File: src/inc/ppc_defines.svh
/*
 Offsets, field positions and reset values of the port configuration bank.
 Assumes a 32-bit AXI4-Lite register bus with byte addressing.
*/
// Behaviour
// RL1 - Software writes zero to reserved bits 0,3:2,6,9
// RL2 - Bit 1 enables alternate next-page behaviour
// RL3 - Bit 4 one: strict crossover; zero: longer swap timer
// RL4 - Bit 5 passes preamble on receive; resets one
// RL5 - Bit 7 enables speed downgrade; hardware reset zero
// RL6 - Soft reset loads downgrade bit from configuration memory
// RL7 - Bit 8 stops 10BASE-T half-duplex loopback; resets one
// RL8 - Bit 10 disables 10BASE-T jabber detection
// RL9 - Bit 11 bypasses 100BASE-TX block coder
// RL10 - Bit 12 bypasses 100BASE-TX scrambler
// RL11 - Bit 13 turns the transmitter off
// RL12 - Bit 14 forces link indication in 10BASE-T
// RL13 - Bit 14 forces link monitor good in 100BASE-T
// RL14 - Bit 14 only bypasses negotiation at gigabit
// RL15 - Bits 16:15 read zero, written zero
// RL16 - Writes take effect when the write completes
`ifndef PPC_DEFINES_SVH
`define PPC_DEFINES_SVH

// ----------------------------------------
// Register byte addresses
// ----------------------------------------
`define PPC_ADDR_W 12
`define PPC_CFG_INDEX 12'h010
`define PPC_ADDR_CTRL 12'h000
`define PPC_ADDR_STATUS 12'h004
`define PPC_ADDR_CFG 12'h040

// ----------------------------------------
// Configuration fields
// ----------------------------------------
`define PPC_CFG_W 15
`define PPC_BIT_ALT_NP 1
`define PPC_BIT_MDIX_STRICT 4
`define PPC_BIT_PREAMBLE 5
`define PPC_BIT_DOWNGRADE 7
`define PPC_BIT_TP_LB_DIS 8
`define PPC_BIT_JABBER_DIS 10
`define PPC_BIT_BYP_4B5B 11
`define PPC_BIT_BYP_SCR 12
`define PPC_BIT_TX_DIS 13
`define PPC_BIT_FORCE_LINK 14
`define PPC_CFG_RESET 15'h0120
`define PPC_CFG_RSVD_MASK 15'h024D

// ----------------------------------------
// Control and status fields
// ----------------------------------------
`define PPC_CTRL_SOFT_RESET 0
`define PPC_CTRL_CLR_RSVD 1
`define PPC_ST_LINK 0
`define PPC_ST_MONITOR_GOOD 1
`define PPC_ST_AN_BYPASS 2
`define PPC_ST_RSVD_WRITTEN 3
`define PPC_ST_SPEED_LSB 4

`endif

File: src/inc/ppc_pkg.sv
/*
 Types shared by the port configuration bank.
 Assumes nothing of its surroundings.
*/
`default_nettype none
package ppc_pkg;
	// Operating speed reported by the transceiver core
	typedef enum logic [1:0] {
		PPC_SPEED_10 = 2'h0,
		PPC_SPEED_100 = 2'h1,
		PPC_SPEED_1000 = 2'h2,
		PPC_SPEED_RSVD = 2'h3
	} ppc_speed_t;

	// AXI response codes used by the slave
	typedef enum logic [1:0] {
		PPC_RESP_OKAY = 2'h0,
		PPC_RESP_DECERR = 2'h3
	} ppc_resp_t;
endpackage
`default_nettype wire

File: src/logic/ppc_port_config.sv
/*
 Port configuration register bank of a copper transceiver, on AXI4-Lite.
 Assumes the core takes the decoded controls synchronously to aclk and
 that the configuration memory bit is stable when soft reset is issued.
*/
`timescale 1ns/100ps
`default_nettype none
`include "ppc_defines.svh"
module ppc_port_config (
	input wire logic aclk,
	input wire logic aresetn,
	input wire logic [11:0] s_axi_awaddr,
	input wire logic s_axi_awvalid,
	output logic s_axi_awready,
	input wire logic [31:0] s_axi_wdata,
	input wire logic [3:0] s_axi_wstrb,
	input wire logic s_axi_wvalid,
	output logic s_axi_wready,
	output logic [1:0] s_axi_bresp,
	output logic s_axi_bvalid,
	input wire logic s_axi_bready,
	input wire logic [11:0] s_axi_araddr,
	input wire logic s_axi_arvalid,
	output logic s_axi_arready,
	output logic [31:0] s_axi_rdata,
	output logic [1:0] s_axi_rresp,
	output logic s_axi_rvalid,
	input wire logic s_axi_rready,
	input wire logic eeprom_speed_downgrade_default,
	input wire ppc_pkg::ppc_speed_t speed_mode,
	input wire logic line_link_up,
	output logic alt_next_page_en,
	output logic crossover_auto_select_strict,
	output logic preamble_pass,
	output logic speed_downgrade_en,
	output logic tp_loopback_disable,
	output logic jabber_detect_disable,
	output logic bypass_block_coder,
	output logic bypass_scrambler,
	output logic tx_disable,
	output logic link_indication,
	output logic link_monitor_good_state,
	output logic autoneg_bypass
);
	import ppc_pkg::*;

	// ----------------------------------------
	// Declarations
	// ----------------------------------------
	logic [`PPC_CFG_W-1:0] cfg_q;
	logic soft_reset_q;
	logic rsvd_written_q;
	logic wr_fire, rd_fire, wr_err, rd_err;
	logic [11:0] wr_addr;
	logic [31:0] wr_data, rd_data;
	logic [3:0] wr_strb;
	logic [11:0] rd_addr;
	logic [`PPC_CFG_W-1:0] cfg_wr;
	logic cfg_hit, ctrl_hit;

	assign rd_addr = s_axi_araddr;

	// ----------------------------------------
	// Bus slave
	// ----------------------------------------
	ppc_axil_slave #(
		.AW(`PPC_ADDR_W)
	) u_slave (
		.aclk(aclk),
		.aresetn(aresetn),
		.awaddr(s_axi_awaddr),
		.awvalid(s_axi_awvalid),
		.awready(s_axi_awready),
		.wdata(s_axi_wdata),
		.wstrb(s_axi_wstrb),
		.wvalid(s_axi_wvalid),
		.wready(s_axi_wready),
		.bresp(s_axi_bresp),
		.bvalid(s_axi_bvalid),
		.bready(s_axi_bready),
		.araddr(s_axi_araddr),
		.arvalid(s_axi_arvalid),
		.arready(s_axi_arready),
		.rdata(s_axi_rdata),
		.rresp(s_axi_rresp),
		.rvalid(s_axi_rvalid),
		.rready(s_axi_rready),
		.wr_fire(wr_fire),
		.wr_addr(wr_addr),
		.wr_data(wr_data),
		.wr_strb(wr_strb),
		.wr_err(wr_err),
		.rd_fire(rd_fire),
		.rd_data(rd_data),
		.rd_err(rd_err)
	);

	// ----------------------------------------
	// Write decode
	// ----------------------------------------
	// Byte lanes merge into the stored value; bit 15 has no storage
	always_comb
	begin
		cfg_hit = wr_addr == `PPC_ADDR_CFG;
		ctrl_hit = wr_addr == `PPC_ADDR_CTRL;
		wr_err = !(cfg_hit || ctrl_hit || wr_addr == `PPC_ADDR_STATUS);
		cfg_wr = cfg_q;
		if (wr_strb[0])
			cfg_wr[7:0] = wr_data[7:0]; // RL1
		if (wr_strb[1])
			cfg_wr[14:8] = wr_data[14:8]; // RL15
	end

	// ----------------------------------------
	// Configuration register
	// ----------------------------------------
	// Soft reset restores defaults except the downgrade bit
	always_ff @(posedge aclk)
	begin
		if (!aresetn)
			cfg_q <= `PPC_CFG_RESET; // RL4 RL5 RL7
		else if (soft_reset_q)
		begin
			cfg_q <= `PPC_CFG_RESET; // RL4 RL7
			cfg_q[`PPC_BIT_DOWNGRADE] <= eeprom_speed_downgrade_default; // RL6
		end
		else if (wr_fire && cfg_hit)
			cfg_q <= cfg_wr; // RL16
	end

	// ----------------------------------------
	// Control register
	// ----------------------------------------
	// Soft reset is a one-cycle pulse, so it never sticks
	always_ff @(posedge aclk)
	begin
		if (!aresetn)
			soft_reset_q <= 1'b0;
		else
			soft_reset_q <= wr_fire && ctrl_hit && wr_strb[0] && wr_data[`PPC_CTRL_SOFT_RESET];
	end

	// Sticky note of nonzero writes to reserved bits; a new set beats a clear
	always_ff @(posedge aclk)
	begin
		if (!aresetn)
			rsvd_written_q <= 1'b0;
		else if (wr_fire && cfg_hit && ((cfg_wr & `PPC_CFG_RSVD_MASK) != 15'h0000 ||
			(wr_strb[1] && wr_data[15]))) // RL1 RL15
			rsvd_written_q <= 1'b1;
		else if (wr_fire && ctrl_hit && wr_strb[0] && wr_data[`PPC_CTRL_CLR_RSVD])
			rsvd_written_q <= 1'b0;
	end

	// ----------------------------------------
	// Read decode
	// ----------------------------------------
	// Unmapped reads return zero with a decode error
	always_comb
	begin
		rd_data = 32'h0000_0000;
		rd_err = 1'b0;
		unique case (rd_addr)
			`PPC_ADDR_CFG:
				rd_data[`PPC_CFG_W-1:0] = cfg_q; // RL15
			`PPC_ADDR_CTRL:
				rd_data = 32'h0000_0000;
			`PPC_ADDR_STATUS:
			begin
				rd_data[`PPC_ST_LINK] = link_indication;
				rd_data[`PPC_ST_MONITOR_GOOD] = link_monitor_good_state;
				rd_data[`PPC_ST_AN_BYPASS] = autoneg_bypass;
				rd_data[`PPC_ST_RSVD_WRITTEN] = rsvd_written_q;
				rd_data[`PPC_ST_SPEED_LSB +: 2] = speed_mode;
			end
			default:
				rd_err = 1'b1;
		endcase
	end

	// ----------------------------------------
	// Controls to the transceiver core
	// ----------------------------------------
	// Each control is a stored bit, so outputs come straight from flops
	assign alt_next_page_en = cfg_q[`PPC_BIT_ALT_NP]; // RL2
	assign crossover_auto_select_strict = cfg_q[`PPC_BIT_MDIX_STRICT]; // RL3
	assign preamble_pass = cfg_q[`PPC_BIT_PREAMBLE]; // RL4
	assign speed_downgrade_en = cfg_q[`PPC_BIT_DOWNGRADE]; // RL5
	assign tp_loopback_disable = cfg_q[`PPC_BIT_TP_LB_DIS]; // RL7
	assign jabber_detect_disable = cfg_q[`PPC_BIT_JABBER_DIS]; // RL8
	assign bypass_block_coder = cfg_q[`PPC_BIT_BYP_4B5B]; // RL9
	assign bypass_scrambler = cfg_q[`PPC_BIT_BYP_SCR]; // RL10
	assign tx_disable = cfg_q[`PPC_BIT_TX_DIS]; // RL11

	// ----------------------------------------
	// Forced link, by speed
	// ----------------------------------------
	ppc_link_mode u_link (
		.aclk(aclk),
		.aresetn(aresetn),
		.speed_mode(speed_mode),
		.force_link(cfg_q[`PPC_BIT_FORCE_LINK]),
		.line_link_up(line_link_up),
		.link_indication_q(link_indication),
		.link_monitor_good_state_q(link_monitor_good_state),
		.autoneg_bypass_q(autoneg_bypass)
	);
endmodule // ppc_port_config
`default_nettype wire

File: src/logic/ppc_axil_slave.sv
/*
 AXI4-Lite slave handshake: one write and one read under way at a time.
 Assumes the parent decodes addresses combinationally from wr/rd strobes.
*/
`timescale 1ns/100ps
`default_nettype none
module ppc_axil_slave #(
	parameter int AW = 12
) (
	input wire logic aclk,
	input wire logic aresetn,
	input wire logic [AW-1:0] awaddr,
	input wire logic awvalid,
	output logic awready,
	input wire logic [31:0] wdata,
	input wire logic [3:0] wstrb,
	input wire logic wvalid,
	output logic wready,
	output logic [1:0] bresp,
	output logic bvalid,
	input wire logic bready,
	input wire logic [AW-1:0] araddr,
	input wire logic arvalid,
	output logic arready,
	output logic [31:0] rdata,
	output logic [1:0] rresp,
	output logic rvalid,
	input wire logic rready,
	output logic wr_fire,
	output logic [AW-1:0] wr_addr,
	output logic [31:0] wr_data,
	output logic [3:0] wr_strb,
	input wire logic wr_err,
	output logic rd_fire,
	input wire logic [31:0] rd_data,
	input wire logic rd_err
);
	import ppc_pkg::*;

	logic aw_full_q, w_full_q, aw_full_d, w_full_d, bvalid_d, rvalid_d;
	logic [AW-1:0] awaddr_q;
	logic [31:0] wdata_q;
	logic [3:0] wstrb_q;

	// ----------------------------------------
	// Next-state of both channels
	// ----------------------------------------
	always_comb
	begin
		wr_fire = aw_full_q & w_full_q & ~bvalid;
		rd_fire = arvalid & arready;
		aw_full_d = (aw_full_q | (awvalid & awready)) & ~wr_fire;
		w_full_d = (w_full_q | (wvalid & wready)) & ~wr_fire;
		bvalid_d = wr_fire | (bvalid & ~bready);
		rvalid_d = rd_fire | (rvalid & ~rready);
	end

	assign wr_addr = awaddr_q;
	assign wr_data = wdata_q;
	assign wr_strb = wstrb_q;

	// Address and data are held independently, so either may come first
	always_ff @(posedge aclk)
	begin
		if (!aresetn)
		begin
			aw_full_q <= 1'b0;
			w_full_q <= 1'b0;
			awready <= 1'b0;
			wready <= 1'b0;
			bvalid <= 1'b0;
			bresp <= PPC_RESP_OKAY;
		end
		else
		begin
			aw_full_q <= aw_full_d;
			w_full_q <= w_full_d;
			awready <= ~aw_full_d & ~bvalid_d;
			wready <= ~w_full_d & ~bvalid_d;
			bvalid <= bvalid_d;
			if (wr_fire)
				bresp <= wr_err ? PPC_RESP_DECERR : PPC_RESP_OKAY;
		end
	end

	// Payload latches; no reset needed for data
	always_ff @(posedge aclk)
	begin
		if (awvalid && awready)
			awaddr_q <= awaddr;
		if (wvalid && wready)
		begin
			wdata_q <= wdata;
			wstrb_q <= wstrb;
		end
	end

	// Read answers one cycle after the address is taken
	always_ff @(posedge aclk)
	begin
		if (!aresetn)
		begin
			arready <= 1'b0;
			rvalid <= 1'b0;
			rdata <= 32'h0000_0000;
			rresp <= PPC_RESP_OKAY;
		end
		else
		begin
			arready <= ~rvalid_d;
			rvalid <= rvalid_d;
			if (rd_fire)
			begin
				rdata <= rd_data;
				rresp <= rd_err ? PPC_RESP_DECERR : PPC_RESP_OKAY;
			end
		end
	end
endmodule // ppc_axil_slave
`default_nettype wire

File: src/logic/ppc_link_mode.sv
/*
 Speed-dependent meaning of the forced-link control.
 Assumes speed and line link status are synchronous to aclk.
*/
`timescale 1ns/100ps
`default_nettype none
module ppc_link_mode (
	input wire logic aclk,
	input wire logic aresetn,
	input wire ppc_pkg::ppc_speed_t speed_mode,
	input wire logic force_link,
	input wire logic line_link_up,
	output logic link_indication_q,
	output logic link_monitor_good_state_q,
	output logic autoneg_bypass_q
);
	import ppc_pkg::*;

	// Gigabit keeps the true status; slower modes see the force
	always_ff @(posedge aclk)
	begin
		if (!aresetn)
		begin
			link_indication_q <= 1'b0;
			link_monitor_good_state_q <= 1'b0;
			autoneg_bypass_q <= 1'b0;
		end
		else
		begin
			unique case (speed_mode)
				PPC_SPEED_10:
					link_indication_q <= line_link_up | force_link; // RL12
				PPC_SPEED_100:
					link_indication_q <= line_link_up | force_link; // RL13
				default:
					link_indication_q <= line_link_up; // RL14
			endcase
			link_monitor_good_state_q <= force_link && speed_mode == PPC_SPEED_100; // RL13
			autoneg_bypass_q <= force_link && speed_mode == PPC_SPEED_1000; // RL14
		end
	end
endmodule // ppc_link_mode
`default_nettype wire

File: config.mk
export PLATFORM = sky130hd
export DESIGN_NAME = ppc_port_config
export DESIGN_NICKNAME = d
export VERILOG_FILES = /design/src/inc/ppc_pkg.sv /design/src/logic/ppc_port_config.sv /design/src/logic/ppc_axil_slave.sv /design/src/logic/ppc_link_mode.sv
export VERILOG_INCLUDE_DIRS = /design/src /design/src/inc
export SDC_FILE = /design/constraint.sdc
export NUM_CORES = 1
export LEC_CHECK = 0
export ABC_AREA = 1
export BUFFER_PORTS_ARGS = -buffer_cell sky130_fd_sc_hd__buf_2
export CAP_MARGIN = 10
export CORE_MARGIN = 10
export CORE_UTILIZATION = 41
export DETAILED_ROUTE_END_ITERATION = 8
export HOLD_SLACK_MARGIN = 0.06
export PLACE_DENSITY = 0.73
export SLEW_MARGIN = 10
export SYNTH_ARGS = -nofsm -noshare
export SYNTH_HDL_FRONTEND = slang
export SYNTH_SLANG_ARGS = --single-unit
File: constraint.sdc
create_clock -name aclk -period 1.8 [get_ports aclk]
set_input_delay 0.36 -clock aclk [delete_from_list [all_inputs] [get_ports aclk]]
set_output_delay 0.36 -clock aclk [all_outputs]
set_load 0.02 [all_outputs]
# == Word-level counts from Yosys, hierarchy flattened ==
# Index checks and enable logic that the tools add are counted.
# word_totals
reg_bits,76
out_inout_bits,53
word_cells,91
# classes
eq_ne,6
mux,11
bitwise,25
reduce_logical,27
# ops
operator,count
12-bit by 3-bit == test with 1-bit output (second input constant),2
12-bit by 7-bit == test with 1-bit output (second input constant),2
12-bit zero test,2
8-bit two-way mux,3
15-bit nonzero test,1
6-bit case mux with 2 select lines,1
1-bit bitwise AND,11
1-bit logical AND,11
9-bit two-way mux,1
1-bit NOT,9
2-bit two-way mux,3
2-bit AND reduction,3
2-bit nonzero test,3
1-bit bitwise OR,5
2-bit OR reduction,2
1-bit logical OR,3
1-bit two-way mux,3
3-bit OR reduction,1
2-bit by 1-bit == test with 1-bit output (second input constant),1
2-bit == test (second input constant),1
2-bit zero test,1

# == Depth between registers and ports, before layout ==
# Gate-level depths: netlist (run 1).
# logic_depth
depth_word,7
ltp_mapped,8
depth_no_buf,8

# == By module ==
# A second synthesis (run 1) with hierarchy kept.
# unflattened
cells_unflattened,444
hier_area_um2,4141.5
# modules_own_cells
mod,n_inst,cells_per_inst,area_per_inst_um2,seq_area_each_um2
ppc_axil_slave,1,234,2904.0,2262.2
ppc_port_config,1,198,1141.1,340.3
ppc_link_mode,1,12,96.3,60.1

# == Worst setup path before layout (run 1) ==
# OpenSTA, ideal clock, no wires.
# synth_timing
path_type,reg2reg
from,register u_slave.wready
to,register u_slave.wdata_q[0] (netlist: u_slave.wr_data[0]) (enable)
setup_ps,374
arrival_ps,894
required_ps,1426
path_slack_ps,532
stages_incl_launch_ff,3
cell_sequence,dfxtp_1 nand2_1 inv_1
# synth_via
elab_chain_cells,1
# synth_lines
item,line_no,text
start: declaration,ppc_axil_slave.sv:18,"output logic wready,"
start signal: assignment,ppc_axil_slave.sv:79,wready <= ~w_full_d & ~bvalid_d;
1-bit logical AND,ppc_axil_slave.sv:91,if (wvalid && wready)
end signal: assignment,ppc_axil_slave.sv:93,wdata_q <= wdata;
end: declaration,ppc_axil_slave.sv:42,logic [31:0] wdata_q;
# Every way passes these cells.
# A chain may end at the register's enable or synchronous reset.

# == Worst setup path in the final report (run 1) ==
# layout_timing
from,register u_slave.awaddr_q[7] (netlist: u_slave.wr_addr[7])
to,register cfg_q[13]
# layout_via
elab_chain_cells,3
# layout_lines
item,line_no,text
start: declaration,ppc_axil_slave.sv:41,logic [AW-1:0] awaddr_q;
start signal: assignment,ppc_axil_slave.sv:90,awaddr_q <= awaddr;
12-bit by 7-bit == test with 1-bit output (no source line),-,
1-bit logical AND,ppc_port_config.sv:127,else if (wr_fire && cfg_hit)
2-bit AND reduction (no source line),-,
end signal: assignment,ppc_port_config.sv:124,cfg_q <= `PPC_CFG_RESET;
end signal: indexed assignment,ppc_port_config.sv:125,cfg_q[`PPC_BIT_DOWNGRADE] <= eeprom_speed_downgrade_default;
end signal: assignment,ppc_port_config.sv:128,cfg_q <= cfg_wr;
end: declaration,ppc_port_config.sv:50,logic [`PPC_CFG_W-1:0] cfg_q;
# Every way passes these cells.

==> run summary, run 1 <==
Synth warn - 0
Cell Pwr Density - 920 nW/um^2
F_max - 0.698 GHz
Gate Count Post-Synth - 367
Initial Utilization - 0.422
Post-CTS Setup Inserts - 0
Ports - 124
Final WL - 7460 um
Post-Syn Area - 3280 um^2
Vias in the first global route - 2512
Grt total ovfl - 0
Die ar. - 12000 um^2
Outcome - completed
Crit Path Max Fanout - 3
Slew Limit Fails - 0
Number of antenna-violating nets in the routed design - 0
Post-DP HPWL - 5900 um
Clock power frac - 0.403
Die X-Extent - 109 um
Tightest Pin Transition - 0.535 ns
FILL cells - 755
Wire per inst - 13.2 um
WP data required - 2.04 ns
Global-route wire length before repair - 11800 um
Std cell rows - 32
Synth async-reset ratio - 0
Initial antenna violation count - 0
Non-Filler Instances - 566
Yosys cell types - 30
Clock Path Buffers - 2
Slew HR - 0.643
CTS buffer count - 9
Largest net degree at the start of global routing - 34
Synth top area share - 0.275
Via count - 2559
Metal3 WL - 886 um
DIE HEIGHT - 109 um
DP Area - 3750 um^2
Area growth from synthesis to layout - 21.4%
Port bufs - 88
Final Skew - 0.0109 ns
DRT met1 WL - 2950 um
VDD IR max - 0.412 mV
Root Driver - clkbuf_8
Final setup viols - 0
Startpoint Class - flop
Syn Area/Cell - 8.94 um^2
Post-Layout Inst Area - 3980 um^2
Unrepaired setup endpoints after global routing - false
Post-synthesis sequential area ratio - 0.543
Fin crit period - 1.43 ns
Highest Signal Layer - met4
Comb pwr share - 0.092
Switching Share - 0.229
Worst Setup End Kind - flop
Post-synth EDFFs - 30
CTS Sinks - 74
Nets - 530
WHS - 0.188 ns
Leading area contributor after synthesis - edfxtp_1
Synth area leaders - edfxtp_1 (27%), dfxtp_1 (27%), nor2_1 (6.4%)
GRT Util Overall - 0.124
Share of layout cells above drive strength 1 - 0.341
Arr. time, crit path - 1.67 ns
Main flop type after synthesis - dfxtp_1
Seq. cell area - 1780 um^2
Clock transition at path regs - 0.08 ns
Residual DRC - 0
Final cycle utilization of the critical path - 0.796
CTS tree - yes
Pint - 2.83 mW
DR pass1 iterations - 6
Pleak - 1.85 nW
P_sw - 0.839 mW
Post_cts resized - 0
Routability congestion estimate - 0.846
Antenna Diode Count - 0
Multi-input logic area - 1190 um^2
Max cap viols - 0
Crit Path Category - flop to flop
Initial detailed-routing violation count - 132
Max H-tree Level - 3
Core Footprint - 7770 um^2
Clk Latency, worst-skew pair - 0.34 ns
Met2 wire len - 3490 um
Sequential share of power - 0.505
Hold Fails Final Rpt - 0
# placed instances - 550
Min-Delay Path Class - input pin to flop
Setup TNS - 0 ns
Average via count per standard cell - 4.52
Cts hold-fix bufs - 0
Register bit total from synthesis - 74
Total power - 3.67 mW
-- cells in the mapped netlist, types with 2 or more instances --
master	instances
clkbuf_1	5
nand3_1	29
nand3_4	2
edfxtp_1	30
o21ai_1	5
a21oi_2	9
a21oi_1	5
nand2_1	54
buf_2	2
nand4_1	2
nor2_2	8
inv_2	5
nand2_2	16
nor4_1	2
nor3_1	3
dfxtp_1	44
nor2_1	56
o21ai_0	15
buf_4	19
nor2_4	6
inv_1	41
-- final cells by class --
cell class	instances	area share
multi-input combinational	236	0.300
tap	102	0.0320
clock inverter	5	0.0185
inverter	46	0.0433
clock buffer	11	0.0408
timing repair buffer	92	0.118
sequential	74	0.447
-- power by group through the flow --
stage                     combinational, mW  sequential (mW)  clock, mW
after global placement                0.330             1.89          0
after global routing                  0.372             1.86       1.58
after floorplan                       0.198             1.93          0
after detailed placement              0.339             1.89          0
final                                 0.335             1.85       1.48
after CTS                             0.340             1.85       1.51
-- registers in the layout (all words and copies together) (netlist names) --
register,count
u_slave.wr_data,16
cfg_q,15
soft_reset_q,1
rsvd_written_q,1
u_slave.rdata,15
u_slave.w_full_q,1
u_slave.wr_strb,2
u_slave.arready,1
u_slave.rvalid,1
u_link.autoneg_bypass_q,1
u_slave.awready,1
u_link.link_indication_q,1
u_slave.bresp,1
u_slave.aw_full_q,1
u_slave.wr_addr,12
u_slave.wready,1
u_slave.rresp,1
u_link.link_monitor_good_state_q,1
u_slave.bvalid,1
-- worst paths after layout --
check | from | endpoint | depth (start not counted) | slack (ns)
setup reg to reg | u_slave.wr_addr[7] | cfg_q[13] | 8 | 0.37
hold reg to reg | u_slave.wr_addr[2] | soft_reset_q | 1 | 0.47
hold / removal | s_axi_wdata[2] | u_slave.wr_data[2] | 1 | 0.19
setup / recovery | u_slave.wr_addr[7] | cfg_q[13] | 8 | 0.37
-- worst max-delay path, stage by stage (launching register included) --
cell	delay (ns)
edfxtp_1	0.41
inv_1	0.10
nand3_1	0.10
nor2_2	0.21
nand2_2	0.12
nor2_4	0.12
nand2_1	0.10
nor2_1	0.12
nor2_1	0.06
-- per-layer routing --
metal  up-vias  global-route usage
li1       1318                   -
met1      1138               0.135
met2        91               0.209
met3        12              0.0527
met4         0              0.0520
met5         -                   0
-- cells in the final DEF (no fill, tap or decap), drive strengths merged, types with 3 or more instances in the layout --
master / instances
clkbuf: 11
nor2: 71
dfxtp: 44
nor4: 3
clkinv: 3
a21oi: 14
conb: 17
edfxtp: 30
nand2: 70
nand4: 3
buf: 92
nand3: 31
nor3: 3
inv: 46
o21ai: 20
-- per-stage QoR --
step | worst slack (ns) | util
after floorplan | 0.532 | -
after global placement | 0.427 | 0.482
after detailed placement | 0.374 | 0.482
after CTS | 0.367 | 0.513
after global routing | 0.267 | 0.513
final | 0.367 | 0.513
-- kinds of logic after synthesis --
| family | after synthesis | synth area share |
|---|---|---|
| buf+inv | 73 | 0.111 |
| compound gates | 36 | 0.0667 |
| other cells | 1 | 0.00114 |
| simple gates | 183 | 0.278 |
| flops | 74 | 0.543 |
(Power assumes the default switching activity.)
==> inputs of run 2 (changes only) <==
--- a/config.mk
+++ b/config.mk
@@ -6,14 +6,14 @@
 export SDC_FILE = /design/constraint.sdc
 export NUM_CORES = 1
 export LEC_CHECK = 0
-export ABC_AREA = 1
+export ABC_AREA = 0
 export BUFFER_PORTS_ARGS = -buffer_cell sky130_fd_sc_hd__buf_2
 export CAP_MARGIN = 10
 export CORE_MARGIN = 10
 export CORE_UTILIZATION = 41
 export DETAILED_ROUTE_END_ITERATION = 8
 export HOLD_SLACK_MARGIN = 0.06
-export PLACE_DENSITY = 0.73
+export PLACE_DENSITY = 0.77
 export SLEW_MARGIN = 10
 export SYNTH_ARGS = -nofsm -noshare
 export SYNTH_HDL_FRONTEND = slang
==> constraint.sdc (replaced) <==
create_clock -name aclk -period 1.3 [get_ports aclk]
set_input_delay 0.26 -clock aclk [delete_from_list [all_inputs] [get_ports aclk]]
set_output_delay 0.26 -clock aclk [all_outputs]
set_load 0.02 [all_outputs]
==> run summary, run 2 <==
CP max stage cell - edfxtp_1
Max H-tree Level - 3 (unchanged)
Area growth from synthesis to layout - 37.0%
Average via count per standard cell - 4.86 (+7.5%)
Number of antenna-violating nets in the routed design - 0 (unchanged)
Share of layout cells above drive strength 1 - 0.457 (+0.117)
RR Endpoint - rsvd_written_q
Post-synthesis sequential area ratio - 0.629 (+0.0856)
Clk Latency, worst-skew pair - 0.34 ns (about the same)
FILL cells - 555 (-26%)
DIE HEIGHT - 103 um (-5.8%)
Syn Area/Cell - 11.7 um^2 (+31%)
Synth area leaders - edfxtp_1 (32%), dfxtp_1 (31%), buf_4 (5.3%)
Worst Setup End Kind - flop
Clock transition at path regs - 0.08 ns (about the same)
Comb pwr share - 0.080 (-0.012)
Clock Path Buffers - 2 (unchanged)
Post-DP HPWL - 5340 um (-9.5%)
Yosys cell types - 40 (+33%)
Synth Area in XOR/XNOR - 0 (unchanged)
Max cap viols - 0 (unchanged)
Register bit total from synthesis - 74 (unchanged)
Routability congestion estimate - 0.813 (-3.9%)
WP data required - 1.54 ns (-0.50 ns)
Global-route wire length before repair - 10200 um (-14%)
DR pass1 iterations - 4 (-2)
Die ar. - 10600 um^2 (-11%)
Startpoint Class - flop
Outcome - finished, violations left
Synth Area in Simple Gates - 0.153 (-0.125)
Via count - 2153 (-16%)
Slew Limit Fails - 0 (unchanged)
Post-synth EDFFs - 30 (unchanged)
Initial detailed-routing violation count - 64 (-52%)
Core Footprint - 6760 um^2 (-13%)
Switching Share - 0.232 (+0.00332)
Arr. time, crit path - 1.78 ns (+0.11 ns)
Final setup viols - 27 (+27)
Most frequent cells in the layout - buf_2 (86), dfxtp_1 (43), edfxtp_1 (30)
Synth top area share - 0.318 (+0.0433)
Gate Count Post-Synth - 242 (-34%)
CTS Sinks - 74 (unchanged)
Cell Pwr Density - 1280 nW/um^2 (+39%)
Wire per inst - 15.6 um (+18%)
CTS tree - yes
R2R Setup Slk - -0.24 ns (-0.60 ns)
Min-Delay Path Class - input pin to flop
Fin crit period - 1.54 ns (+0.103 ns)
Nets - 429 (-19%)
Leading area contributor after synthesis - edfxtp_1
Non-Filler Instances - 443 (-22%)
Hold Fails Final Rpt - 0 (unchanged)
Post-Syn Area - 2830 um^2 (-14%)
Initial antenna violation count - 0 (unchanged)
Std cell rows - 30 (-6.3%)
Vias in the first global route - 2142 (-15%)
Failing checks - negative setup slack
Sequential share of power - 0.510 (+0.005)
Crit Path Category - flop to flop
R2r startpoint - u_slave.wr_addr[4]
Largest net degree at the start of global routing - 21 (-38%)
F_max - 0.651 GHz (-6.7%)
Pleak - 1.71 nW (-7.5%)
WHS - 0.0850 ns (-0.103 ns)
Largest family of logic cells by synthesized area - simple AND/OR/NAND/NOR gates
Synth warn - 0 (unchanged)
Max FFs per register - 16 (unchanged)
# placed instances - 420 (-24%)
Setup TNS - -3.53 ns (-3.53 ns)
Commonest cells in the netlist - dfxtp_1 (44), edfxtp_1 (30), buf_4 (20), nand2_1 (17)
Worst Slack Setup Final - -0.236 ns (-0.603 ns)
Clock power frac - 0.410 (+0.007)
Commonest non-fill, non-tap cell in the layout - buf_2
Residual DRC - 0 (unchanged)
Crit Path Max Fanout - 3 (unchanged)
Hold Crit Start - s_axi_awaddr[5]
Antenna Diode Count - 0 (unchanged)
GRT Util Overall - 0.124 (-0.000463)
Unrepaired setup endpoints after global routing - true
Main flop type after synthesis - dfxtp_1
Compound-gate portion of the synthesized area - 0.121 (+0.0547)
Count leader, synth - dfxtp_1
Max incr delay on CP - 0.42 ns (about the same)
Root Driver - clkbuf_8
VDD IR max - 0.880 mV (+110%)
Synth Area in Adders - 0 (unchanged)
CTS buffer count - 9 (unchanged)
Seq. cell area - 1780 um^2 (about the same)
Port bufs - 88 (unchanged)
Multi-input logic area - 1070 um^2 (-10%)
Final WL - 6900 um (-7.5%)
Initial Utilization - 0.419 (-0.00291)
R2r worst-path depth - 5 (-3)
Final Skew - 0.00593 ns (-0.00494 ns)
Hold Crit Endpoint - u_slave.wr_addr[5]
Grt total ovfl - 0 (unchanged)
P_sw - 1.16 mW (+38%)
Die X-Extent - 103 um (-5.8%)
Pint - 3.82 mW (+35%)
Ports - 124 (unchanged)
Mux contribution to synthesized area - 0.0283 (+0.0283)
Final cycle utilization of the critical path - 1.18 (+0.386)
Worst Hold Depth - 1 (unchanged)
Synth async-reset ratio - 0 (unchanged)
Crit-path cells - nor4_4 -> buf_4 -> and4_4 -> a41oi_2 -> a31o_2
[run 2: cell count changes in the layout (fill, tap and decap cells not counted), sizes merged, moves of 4 or more]
cell,change
inv,-40
a31oi,+5
nor2,-60
mux2i,+8
nand2,-53
nand3,-21
and2,+5
buf,+24
a22o,+8
a21boi,+5
nand2b,+4
o21ai,-6
[run 2: worst max path at each step]
stage                             startpoint                 to  slack [ns]  cells after the start
after floorplan              s_axi_araddr[8]  u_slave.rdata[10]       -0.32                      5
after global placement       s_axi_araddr[8]   u_slave.rdata[8]       -0.44                      5
after detailed placement     s_axi_araddr[8]  u_slave.rdata[12]       -0.51                      5
after CTS                 u_slave.wr_addr[4]     rsvd_written_q       -0.23                      5
after global routing      u_slave.wr_addr[5]           cfg_q[6]       -0.31                      5
final                     u_slave.wr_addr[4]     rsvd_written_q       -0.24                      5
[run 2: power groups by stage]
stage	sequential (mW)	combinational [mW]	clock [mW]
6_report	2.54	0.397	2.04
3_5_place_dp	2.59	0.371	0
3_3_place_gp	2.59	0.366	0
5_1_grt	2.55	0.431	2.20
4_1_cts	2.54	0.382	2.08
2_1_floorplan	2.62	0.210	0
[run 2: cell families after synthesis]
logic type,count (synthesis)
buffers and inverters,31
AND/OR/NAND/NOR,74
other,1
AO/OA/AOI/OAI,54
multiplexers,8
flip-flops,74
[run 2: critical path: cells and delay by family (launching register included)]
kind | cells | cell delay [ns]
simple gates | 2 | 0.54
flops | 1 | 0.42
compound gates | 2 | 0.31
buf+inv | 1 | 0.17
[run 2: through the flow]
stage	setup slack [ns]	power, mW	util	cell area (um^2)
3_3_place_gp	-0.442	2.95	0.517	3490
6_report	-0.236	4.98	0.575	3880
3_5_place_dp	-0.512	2.96	0.517	3490
2_1_floorplan	-0.321	2.83	-	2970
5_1_grt	-0.305	5.17	0.575	3880
4_1_cts	-0.227	5.00	0.563	3800
[run 2: cell type report]
class,instances,area share
flip-flops and latches,74,0.459
multi-input cells,153,0.277
clock inverters,6,0.0245
well taps,80,0.0258
clock buffers,10,0.0354
inverters,3,0.00290
repair buffers,117,0.175
[run 2: per-layer routing]
metal	wire [um]	global-route usage	up-vias
li1	-	-	1088
met1	2970	0.149	954
met2	2960	0.184	98
met3	786	0.0536	13
met4	185	0.0610	0
met5	0	0	-
[run 2: repair_timing]
item | in CTS | in global routing
gates cloned | 0 | 0
pin swaps | 12 | 16
endpoints found under the setup margin | 29 | 32
gates resized for setup | 18 | 18
endpoints found under the hold margin | 0 | 1
hold buffers | 0 | 1
buffers inserted | 4 | 2
